**src/rtl/itsr_pkg.sv**
```systemverilog
/*
  Shared constants of the inductance threshold and status register block:
  register offsets, reset values, status bit positions and mode codes.
  Assumes an 8-bit register port with 8-bit addresses on one clock.
*/
package itsr_pkg;
  // ==========================================================
  // Register offsets
  localparam logic [7:0] OFS_IRQ_SOURCE_SELECT = 8'h0A;
  localparam logic [7:0] OFS_OPERATING_MODE = 8'h0B;
  localparam logic [7:0] OFS_INDUCT_UPPER_LOW = 8'h16;
  localparam logic [7:0] OFS_INDUCT_UPPER_HIGH = 8'h17;
  localparam logic [7:0] OFS_INDUCT_LOWER_LOW = 8'h18;
  localparam logic [7:0] OFS_INDUCT_LOWER_HIGH = 8'h19;
  localparam logic [7:0] OFS_STATUS = 8'h20;

  // ==========================================================
  // Reset values
  localparam logic [7:0] RST_LIMIT_BYTE = 8'h00;
  localparam logic [5:0] RST_IRQ_SOURCE_SELECT = 6'h00;
  localparam logic [1:0] RST_OPERATING_MODE = 2'h1;
  localparam logic RST_STATUS_FLAG = 1'h0;
  // Value written to the source select register that clears latched flags
  localparam logic [7:0] LATCH_CLEAR_VALUE = 8'h00;

  // ==========================================================
  // Status bit positions
  localparam int STS_OSC_LOST = 7;
  localparam int STS_READY_N = 6;
  localparam int STS_RESIST_UPPER = 5;
  localparam int STS_RESIST_HYST = 4;
  localparam int STS_INDUCT_UPPER = 3;
  localparam int STS_INDUCT_HYST = 2;
  localparam int STS_RESERVED = 1;
  localparam int STS_POR_BUSY = 0;

  // ==========================================================
  // Interrupt source select codes
  localparam logic [5:0] IRQ_SEL_NONE = 6'h00;
  localparam logic [5:0] IRQ_SEL_RESIST_LATCH = 6'h01;
  localparam logic [5:0] IRQ_SEL_RESIST_HYST = 6'h02;
  localparam logic [5:0] IRQ_SEL_INDUCT_LATCH = 6'h08;
  localparam logic [5:0] IRQ_SEL_INDUCT_HYST = 6'h10;

  // Operating mode codes
  typedef enum logic [1:0]
  {
    MODE_ACTIVE = 2'h0,
    MODE_SLEEP = 2'h1,
    MODE_SHUTDOWN = 2'h2,
    MODE_RESERVED = 2'h3
  } itsr_mode_type;
endpackage : itsr_pkg

```
**src/rtl/itsr_limit_pair.sv**
```systemverilog
/*
  One 16-bit threshold built from two byte registers. The low byte is
  held in a buffer and only joins the active threshold when the high
  byte is written. Assumes write strobes are one-cycle pulses.
*/
`timescale 1ns/1ps
module itsr_limit_pair
(
  input wire logic clk,
  input wire logic rst,
  input wire logic wrLow,
  input wire logic wrHigh,
  input wire logic [7:0] wrData,
  output logic [7:0] lowBuf_reg,
  output logic [7:0] high_reg,
  output logic [15:0] limit_reg
);
  // ==========================================================
  // Next values
  logic [7:0] lowBuf_next;
  logic [7:0] high_next;
  logic [15:0] limit_next;

  // Buffer the low byte, commit both on the high byte write
  always_comb
  begin
    lowBuf_next = lowBuf_reg;
    high_next = high_reg;
    limit_next = limit_reg;
    if (wrLow)
    begin
      lowBuf_next = wrData;
    end
    if (wrHigh)
    begin
      high_next = wrData;
      // Active value is high times 256 plus the buffered low byte
      limit_next = {wrData, lowBuf_reg};
    end
  end

  // Registers
  always_ff @(posedge clk)
  begin
    if (rst)
    begin
      lowBuf_reg <= itsr_pkg::RST_LIMIT_BYTE;
      high_reg <= itsr_pkg::RST_LIMIT_BYTE;
      limit_reg <= {itsr_pkg::RST_LIMIT_BYTE, itsr_pkg::RST_LIMIT_BYTE};
    end
    else
    begin
      lowBuf_reg <= lowBuf_next;
      high_reg <= high_next;
      limit_reg <= limit_next;
    end
  end
endmodule : itsr_limit_pair

```
**src/rtl/itsr_top.sv**
```systemverilog
/*
  Register side of an inductance-to-digital converter: the inductance
  thresholds, the comparator flags and the status register.
  Assumes the serial port decoder delivers one-cycle read and write
  strobes on clk, and the conversion engines deliver results with a
  one-cycle valid pulse on the same clock.
*/
// What this block does
// (RQ1) Upper limit is high*256 plus low, resets zero
// (RQ2) Result above upper limit lowers upper flag
// (RQ3) Upper low byte buffered until high written
// (RQ4) Lower limit is high*256 plus low, resets zero
// (RQ5) Result below lower limit sets hysteresis flag
// (RQ6) Lower low byte buffered until high written
// (RQ7) Limit writes accepted during active conversion
// (RQ8) Status read-only at 0x20, bit1 zero
// (RQ9) Bit 7 shows oscillation lost
// (RQ10) Bit 6 low when new result exists
// (RQ11) Latched flags cleared by writing 0x00 to 0x0A
// (RQ12) Bit 5 resistance latch, reported when selected
// (RQ13) Bit 3 inductance latch, reported when selected
// (RQ14) Bit 4 resistance hysteresis comparator
// (RQ15) Bit 2 inductance hysteresis comparator
// (RQ16) Bit 0 shows reset busy, writes ignored
// (RQ17) Source select codes choose comparison kind
// (RQ18) Mode codes active, sleep default, shutdown
// (RQ19) Compare once per result, hold between limits
`timescale 1ns/1ps
module itsr_top
(
  input wire logic clk,
  input wire logic rst,
  input wire logic [7:0] regAddr,
  input wire logic [7:0] regWrData,
  input wire logic regWrEn,
  input wire logic regRdEn,
  output logic [7:0] regRdData,
  input wire logic resultValid,
  input wire logic [15:0] inductResult,
  input wire logic [15:0] resistResult,
  input wire logic [15:0] resistUpperLimit,
  input wire logic [15:0] resistLowerLimit,
  input wire logic oscillationLost,
  input wire logic porBusy,
  output logic [5:0] irqSourceSelect,
  output itsr_pkg::itsr_mode_type operatingMode,
  output logic [15:0] inductUpperLimit,
  output logic [15:0] inductLowerLimit
);
  // ==========================================================
  // Write decode
  logic wrOk; // Writes pass only once reset has finished
  logic wrUpperLow;
  logic wrUpperHigh;
  logic wrLowerLow;
  logic wrLowerHigh;
  logic wrSelect;
  logic wrMode;
  logic latchClear; // Host clears the latched flags
  logic compareEn; // One result to compare, in active mode

  // Operating mode never blocks limit writes, only reset does
  assign wrOk = regWrEn && !porBusy; // RQ16 RQ7
  assign wrUpperLow = wrOk && (regAddr == itsr_pkg::OFS_INDUCT_UPPER_LOW);
  assign wrUpperHigh = wrOk && (regAddr == itsr_pkg::OFS_INDUCT_UPPER_HIGH);
  assign wrLowerLow = wrOk && (regAddr == itsr_pkg::OFS_INDUCT_LOWER_LOW);
  assign wrLowerHigh = wrOk && (regAddr == itsr_pkg::OFS_INDUCT_LOWER_HIGH);
  assign wrSelect = wrOk && (regAddr == itsr_pkg::OFS_IRQ_SOURCE_SELECT);
  assign wrMode = wrOk && (regAddr == itsr_pkg::OFS_OPERATING_MODE);
  assign latchClear = wrSelect && (regWrData == itsr_pkg::LATCH_CLEAR_VALUE); // RQ11
  assign compareEn = resultValid && (operatingMode == itsr_pkg::MODE_ACTIVE); // RQ19 RQ18

  // ==========================================================
  // Threshold byte pairs
  logic [7:0] upperLowBuf;
  logic [7:0] upperHigh;
  logic [7:0] lowerLowBuf;
  logic [7:0] lowerHigh;

  // Upper inductance threshold
  itsr_limit_pair upperPair
  (
    .clk(clk),
    .rst(rst),
    .wrLow(wrUpperLow), // RQ3
    .wrHigh(wrUpperHigh), // RQ1
    .wrData(regWrData),
    .lowBuf_reg(upperLowBuf),
    .high_reg(upperHigh),
    .limit_reg(inductUpperLimit)
  );

  // Lower inductance threshold
  itsr_limit_pair lowerPair
  (
    .clk(clk),
    .rst(rst),
    .wrLow(wrLowerLow), // RQ6
    .wrHigh(wrLowerHigh), // RQ4
    .wrData(regWrData),
    .lowBuf_reg(lowerLowBuf),
    .high_reg(lowerHigh),
    .limit_reg(inductLowerLimit)
  );

  // ==========================================================
  // Configuration registers
  logic [5:0] irqSourceSelect_next;
  itsr_pkg::itsr_mode_type operatingMode_next;

  // Source select and mode follow host writes
  always_comb
  begin
    irqSourceSelect_next = irqSourceSelect;
    operatingMode_next = operatingMode;
    if (wrSelect)
    begin
      irqSourceSelect_next = regWrData[5:0]; // RQ17
    end
    if (wrMode)
    begin
      operatingMode_next = itsr_pkg::itsr_mode_type'(regWrData[1:0]); // RQ18
    end
  end

  always_ff @(posedge clk)
  begin
    if (rst)
    begin
      irqSourceSelect <= itsr_pkg::RST_IRQ_SOURCE_SELECT;
      operatingMode <= itsr_pkg::itsr_mode_type'(itsr_pkg::RST_OPERATING_MODE); // RQ18
    end
    else
    begin
      irqSourceSelect <= irqSourceSelect_next;
      operatingMode <= operatingMode_next;
    end
  end

  // ==========================================================
  // Comparator flags
  logic inductUpperLatchedFlag_reg;
  logic inductUpperLatchedFlag_next;
  logic resistUpperLatchedFlag_reg;
  logic resistUpperLatchedFlag_next;
  logic inductHystFlag_reg;
  logic inductHystFlag_next;
  logic resistHystFlag_reg;
  logic resistHystFlag_next;
  logic resultReadyN_reg;
  logic resultReadyN_next;
  logic inductAbove;
  logic inductBelow;
  logic resistAbove;
  logic resistBelow;

  assign inductAbove = inductResult > inductUpperLimit; // RQ2
  assign inductBelow = inductResult < inductLowerLimit; // RQ5
  assign resistAbove = resistResult > resistUpperLimit;
  assign resistBelow = resistResult < resistLowerLimit;

  // Hysteresis flags move only on a compared result; a low latch beats a clear
  always_comb
  begin
    inductUpperLatchedFlag_next = inductUpperLatchedFlag_reg;
    resistUpperLatchedFlag_next = resistUpperLatchedFlag_reg;
    inductHystFlag_next = inductHystFlag_reg;
    resistHystFlag_next = resistHystFlag_reg;
    resultReadyN_next = resultReadyN_reg;
    // Clear first so that a same-cycle trigger overrides it
    if (latchClear)
    begin
      inductUpperLatchedFlag_next = 1'h1; // RQ11
      resistUpperLatchedFlag_next = 1'h1; // RQ11
    end
    if (compareEn && inductAbove && irqSourceSelect == itsr_pkg::IRQ_SEL_INDUCT_LATCH)
    begin
      inductUpperLatchedFlag_next = 1'h0; // RQ13 RQ2
    end
    if (compareEn && resistAbove && irqSourceSelect == itsr_pkg::IRQ_SEL_RESIST_LATCH)
    begin
      resistUpperLatchedFlag_next = 1'h0; // RQ12
    end
    // Hysteresis holds while the result sits between the limits
    if (compareEn && inductAbove)
    begin
      inductHystFlag_next = 1'h0; // RQ15
    end
    else if (compareEn && inductBelow)
    begin
      inductHystFlag_next = 1'h1; // RQ15 RQ5
    end
    if (compareEn && resistAbove)
    begin
      resistHystFlag_next = 1'h0; // RQ14
    end
    else if (compareEn && resistBelow)
    begin
      resistHystFlag_next = 1'h1; // RQ14
    end
    // A status read consumes the ready indication, new data wins
    if (resultValid)
    begin
      resultReadyN_next = 1'h0; // RQ10
    end
    else if (regRdEn && regAddr == itsr_pkg::OFS_STATUS)
    begin
      resultReadyN_next = 1'h1; // RQ10
    end
  end

  always_ff @(posedge clk)
  begin
    if (rst)
    begin
      inductUpperLatchedFlag_reg <= itsr_pkg::RST_STATUS_FLAG;
      resistUpperLatchedFlag_reg <= itsr_pkg::RST_STATUS_FLAG;
      inductHystFlag_reg <= itsr_pkg::RST_STATUS_FLAG;
      resistHystFlag_reg <= itsr_pkg::RST_STATUS_FLAG;
      resultReadyN_reg <= itsr_pkg::RST_STATUS_FLAG;
    end
    else
    begin
      inductUpperLatchedFlag_reg <= inductUpperLatchedFlag_next;
      resistUpperLatchedFlag_reg <= resistUpperLatchedFlag_next;
      inductHystFlag_reg <= inductHystFlag_next;
      resistHystFlag_reg <= resistHystFlag_next;
      resultReadyN_reg <= resultReadyN_next;
    end
  end

  // ==========================================================
  // Status word and read mux
  logic [7:0] statusWord;
  logic [7:0] regRdData_next;

  always_comb
  begin
    statusWord = 8'h00; // RQ8
    statusWord[itsr_pkg::STS_OSC_LOST] = oscillationLost; // RQ9
    statusWord[itsr_pkg::STS_READY_N] = resultReadyN_reg; // RQ10
    statusWord[itsr_pkg::STS_RESIST_UPPER] = resistUpperLatchedFlag_reg; // RQ12
    statusWord[itsr_pkg::STS_RESIST_HYST] = resistHystFlag_reg; // RQ14
    statusWord[itsr_pkg::STS_INDUCT_UPPER] = inductUpperLatchedFlag_reg; // RQ13
    statusWord[itsr_pkg::STS_INDUCT_HYST] = inductHystFlag_reg; // RQ15
    statusWord[itsr_pkg::STS_POR_BUSY] = porBusy; // RQ16
  end

  // Read data is registered; unmapped offsets read zero
  always_comb
  begin
    regRdData_next = regRdData;
    if (regRdEn)
    begin
      if (regAddr == itsr_pkg::OFS_INDUCT_UPPER_LOW)
        regRdData_next = upperLowBuf;
      else if (regAddr == itsr_pkg::OFS_INDUCT_UPPER_HIGH)
        regRdData_next = upperHigh;
      else if (regAddr == itsr_pkg::OFS_INDUCT_LOWER_LOW)
        regRdData_next = lowerLowBuf;
      else if (regAddr == itsr_pkg::OFS_INDUCT_LOWER_HIGH)
        regRdData_next = lowerHigh;
      else if (regAddr == itsr_pkg::OFS_IRQ_SOURCE_SELECT)
        regRdData_next = {2'h0, irqSourceSelect};
      else if (regAddr == itsr_pkg::OFS_OPERATING_MODE)
        regRdData_next = {6'h00, operatingMode};
      else if (regAddr == itsr_pkg::OFS_STATUS)
        regRdData_next = statusWord; // RQ8
      else
        regRdData_next = 8'h00;
    end
  end

  always_ff @(posedge clk)
  begin
    if (rst)
      regRdData <= 8'h00;
    else
      regRdData <= regRdData_next;
  end
endmodule : itsr_top

```
**config.mk**
```make
export PLATFORM = sky130hd
export DESIGN_NAME = itsr_top
export DESIGN_NICKNAME = d
export VERILOG_FILES = /design/src/rtl/itsr_pkg.sv /design/src/rtl/itsr_limit_pair.sv /design/src/rtl/itsr_top.sv
export SDC_FILE = /design/constraint.sdc
export NUM_CORES = 1
export LEC_CHECK = 0
export BUFFER_PORTS_ARGS = -buffer_cell sky130_fd_sc_hd__buf_2
export CORE_MARGIN = 2
export CORE_UTILIZATION = 53
export CTS_BUF_LIST = sky130_fd_sc_hd__clkbuf_16
export DETAILED_ROUTE_END_ITERATION = 6
export GPL_ROUTABILITY_DRIVEN = 0
export GPL_TIMING_DRIVEN = 0
export HOLD_SLACK_MARGIN = 0.05
export PLACE_DENSITY = 0.82
export SYNTH_ARGS = -nofsm -noshare
export SYNTH_HDL_FRONTEND = slang
export SYNTH_SLANG_ARGS = --single-unit
```
**constraint.sdc**
```tcl
create_clock -name clk -period 2.75 [get_ports clk]
set_input_delay 0.4125 -clock clk [delete_from_list [all_inputs] [get_ports clk]]
set_output_delay 0.4125 -clock clk [all_outputs]
set_load 0.005 [all_outputs]
```
After elaboration in Yosys (flattened, before gate mapping)
Index checks and enable logic that the tools add are counted.

Bits in registers: 85. Bits in latches: 0. Memory bits (writable): 0. ROM bits: 0. Input port bits: 87. Logic and storage cells: 58. Memories kept: 0.

Add/subtract/negate cells: 0. Multiply operators: 0. Div/mod/pow operators: 0. $lt $le $gt $ge: 4. Eq/ne operators: 9. Shift-type cells: 0. Mux-type cells: 7. Bitwise operators: 0. Reduce and logical (&&, ||, !) cells: 24.

Operator list (count): 8-bit two-way mux (7); 8-bit by 5-bit == test with 1-bit output, second input constant (4); 16-bit > comparator (2); 16-bit < comparator (2); 8-bit by 4-bit == test with 1-bit output, second input constant (2); 1-bit logical AND (16); 2-bit OR reduction (5); 8-bit by 6-bit == test with 1-bit output, second input constant (1); 8-bit zero test (1); 6-bit by 1-bit == test with 1-bit output, second input constant (1); 6-bit by 4-bit == test with 1-bit output, second input constant (1); 2-bit zero test (1); 1-bit zero test (1).

Depth between registers and ports, before layout
Depth in word-level cells: 8. Depth in mapped cells: 8. Gate-level depth less buffers: 7.

Cells and area by module
Synthesis repeated with hierarchy kept, for this count alone.

Cells, all modules: 568. Area total of the unflattened synthesis: 4758.3 um^2.

Modules (own cells, without submodules): itsr_top (times used 1, cells an instance 398, area each 2919.0 um^2); itsr_limit_pair (times used 2, cells an instance 85, area each 919.6 um^2).

Worst setup path before layout
No wires, ideal clock.

Kind: input -> register. Start point: in regAddr[1]. End point: reg lowerPair.limit_reg[5]. Data arrival time: 2020 ps. Setup slack: 603 ps. Stages on the path: 7. Path buffers: 2. Cell sequence: or4_4 -> or3_1 -> buf_6 -> nor2_8 -> buf_12 -> mux2i_1 -> nor2_1.

Word-level cells in the longest chain between the ends: 2.

Ends and longest elaborated chain: start, declared (RTL line itsr_top.sv:33) `input wire logic [7:0] regAddr,`; 8-bit by 5-bit == test with 1-bit output (RTL line itsr_top.sv:67) `assign wrLowerHigh = wrOk && (regAddr == itsr_pkg::OFS_INDUCT_LOWER_HIGH);`; 1-bit logical AND (RTL line itsr_top.sv:67); end signal, assigned (RTL line itsr_limit_pair.sv:49) `limit_reg <= {itsr_pkg::RST_LIMIT_BYTE, itsr_pkg::RST_LIMIT_BYTE};`; end signal, assigned (RTL line itsr_limit_pair.sv:55) `limit_reg <= limit_next;`; end, declared (RTL line itsr_limit_pair.sv:16) `output logic [15:0] limit_reg`.

No other way between the ends. A chain may end at the register's enable or synchronous reset.

Worst setup path in the final report
Start point: reg upperPair.limit_reg[9]. End point: reg inductUpperLatchedFlag_reg.

Word-level cells in the longest chain between the ends: 4.

Ends and longest elaborated chain: start, declared (RTL line itsr_limit_pair.sv:16); start signal, assigned (RTL line itsr_limit_pair.sv:49); start signal, assigned (RTL line itsr_limit_pair.sv:55); 16-bit > comparator (RTL line itsr_top.sv:157) `assign inductAbove = inductResult > inductUpperLimit;`; 1-bit logical AND (2 in a row) (RTL line itsr_top.sv:176) `if (compareEn && inductAbove && irqSourceSelect == itsr_pkg::IRQ_SEL_INDUCT_LATCH)`; 2-bit OR reduction (no line); end signal, assigned (RTL line itsr_top.sv:216) `inductUpperLatchedFlag_reg <= itsr_pkg::RST_STATUS_FLAG;`; end signal, assigned (RTL line itsr_top.sv:224) `inductUpperLatchedFlag_reg <= inductUpperLatchedFlag_next;`; end, declared (RTL line itsr_top.sv:142) `logic inductUpperLatchedFlag_reg;`.

No other way between the ends.

==> impl_metrics.ini <==
[outcome]
status = complete, no violations

[layout]
drive_gt1_share_pct = 23.5
fin_area_sq_um = 5620
fin_nets = 815
finalNonFillerCells = 776
antennaDiodeCount = 0
syn_to_final_growth_pct = 23.0

[synth]
synth_area_leader_cell = dfxtp_1
netlist_instances = 523
synth_flop_cell = dfxtp_1
synth_compound_area_share_pct = 12.1
synth-edff-count = 0
yosys_warnings = 0
synth_area_leaders = dfxtp_1 30%, ha_1 17%, mux2i_1 14%
yosys-top-cells-count = 78 x nor2_1, 69 x dfxtp_1, 64 x inv_1
synth-async-reset-ratio_pct = 0
synth_top_area_share_pct = 30.2
syn_nets = 672
yosysMostFrequentCell = nor2_1
seq_area_frac_synth_pct = 30.2
synth_top_family_by_area = simple AND/OR/NAND/NOR gates
synthMuxAreaShare_pct = 14.1
synth.distinct_cells = 55
yosys.area_share.adder_pct = 17.0
synth-simple-area-share_pct = 18.6
syn_avg_cell_area_sq_um = 8.74
synth_xor_area_share_pct = 0
ys_seq_elements = 69
syn_area_sq_um = 4570

[detailed_routing]
drt-total-wl_mm = 13.8
drc = 0
avgRoutedWirePerCell_um = 17.8
vias = 4544
dr.pass1.iters = 6
viasPerCell = 5.86
ant_nets = 0
drt-initial-drc-count = 336

[sta]
clock.fmax_mhz = 406
min_period_ps = 2460
setup_tns_ps = 0
fin_worst_skew_ps = 3.24
post-route-period-util_pct = 89.6
hold_viol_final = 0
tightestPinTransition_ps = 809
setup_violations = 0
slew_viol_final = 0
rsz0062_at_grt = false
relSlewSlack_pct = 45.9

[min_path]
min_path_cells = 2
min_to = resultReadyN_reg
min_from = resultValid
hold_path_class = in2reg

[placement]
placed_area_sq_um = 5370
place_hpwl_mm = 10.9
dp.cells = 760
numPortBuffers = 132

[floorplan]
chipHeight_um = 96.9
pin_count = 135
rows = 33
core_area_sq_um = 8300
die_x_um = 96.9
design.die.area_sq_um = 9390
start_util_pct = 55.1

[clock_network]
cts_resized = 0
clk_pin_slew_worst_paths_ps = 50
clkLatencyLatePin_ps = 340
cts_tree = done
cts.sinks = 69
clockRootBuffer = clkbuf_16
hold_buffers = 0
cts_setup_buffers = 0
cts.htree.levels = 3
cts_buffers = 9
cts_buffer_depth = 2

[worst_setup_path]
worstSetupStartpointType = flop
r2r-start = upperPair.limit_reg[9]
end_kind = flop
crit_type = reg2reg
arrival_ps = 2670
crit_path_max_fanout = 4
r2r-end = inductUpperLatchedFlag_reg
ff2ff_path_depth = 7
rrSetupSlack_ps = 290
crit_start = upperPair.limit_reg[9]
worstPathRequired_ps = 2950

[flow_run]
cap_violations = 0

[global_routing]
grt-ovfl-total = 0
grt_usage_pct = 30.1
grt_pass1_wl_mm = 22.8
grt_pass1_vias = 4675
grt_max_degree = 12
antenna_found_initial = 0

[pwr]
powerDensity_nw_per_um2 = 415
leakagePower_nw = 2.69
vdd_drop_max_mv = 0.481
kinds of logic (layout without fill, tap and decap cells):
kind of cell / count (synthesis) / count (layout)
multiplexers: 64 / 64
adder cells (fa/ha/maj): 62 / 62
flip-flops: 69 / 69
AO/OA/AOI/OAI: 80 / 80
buffers and inverters: 82 / 230
AND/OR/NAND/NOR: 166 / 166
how the worst max path moves through the flow:
stage	endpoint	cells after the start
finish	inductUpperLatchedFlag_reg	7
global route	inductUpperLatchedFlag_reg	7
CTS	inductUpperLatchedFlag_reg	7
detailed placement	upperPair.lowBuf_reg[5]	7
global placement	upperPair.lowBuf_reg[0]	7
floorplan	lowerPair.limit_reg[5]	7
power by group:
group	switching (mW)	total, mW	leakage (nW)	internal, mW
combinational	0.172	0.308	2.01	0.136
clock	0.427	1.02	0.131	0.595
sequential	0.00136	1.00	0.556	1.00
placed cells by master (no fill, tap or decap), drive strengths merged, types with 2 or more instances in the layout:
cell type / instances
and2: 5
a21oi: 26
nor2: 79
mux2i: 62
nor3b: 3
o21a: 3
a2111oi: 4
nand2: 21
o2bb2ai: 4
and3: 2
and4b: 2
ha: 62
buf: 137
a21o: 7
clkbuf: 21
a31oi: 3
nand2b: 5
nor2b: 8
and4: 3
o221ai: 2
nor3: 2
a221oi: 5
o21ai: 5
inv: 65
nand3: 8
a211oi: 6
dfxtp: 69
clkinv: 5
nand3b: 2
mux2: 2
a222oi: 2
o32ai: 2
a311oi: 3
nand4: 10
nor4: 10
cell type report:
class / count / area, sq um
Buffer: 18 / 126
Clock buffer: 9 / 225
Timing Repair Buffer: 132 / 661
Clock inverter: 7 / 33.8
Tap cell: 105 / 131
Fill cell: 694 / 2680
Multi-Input combinational cell: 372 / 2830
Inverter: 64 / 240
Sequential cell: 69 / 1380
per-layer routing:
| layer | share of wire (%) | GRT usage [%] | wire length (um) |
|---|---|---|---|
| met2 | 48 | 51.2 | 6560 |
| met4 | 2.4 | 10.1 | 337 |
| met5 | 0 | 0 | 0 |
| met3 | 9.0 | 7.15 | 1240 |
| met1 | 41 | 37.3 | 5670 |
stage by stage:
step,hold WS [ps],setup WS (ps),power [mW],util (%)
detailed placement,484,220,1.33,64.6
floorplan,471,603,1.19,-
finish,274,285,2.33,67.8
CTS,270,353,2.32,67.8
global route,279,248,2.42,67.8
global placement,477,271,1.31,64.6
worst max-delay path: stages, from the launching register on:
cell	delay, ps
dfxtp_1	450
inv_1	100
ha_1	310
nand4_1	150
nor4_1	530
a21boi_0	450
nand3b_1	240
a31oi_1	110
Note: power is estimated with default switching activity, not from simulation.
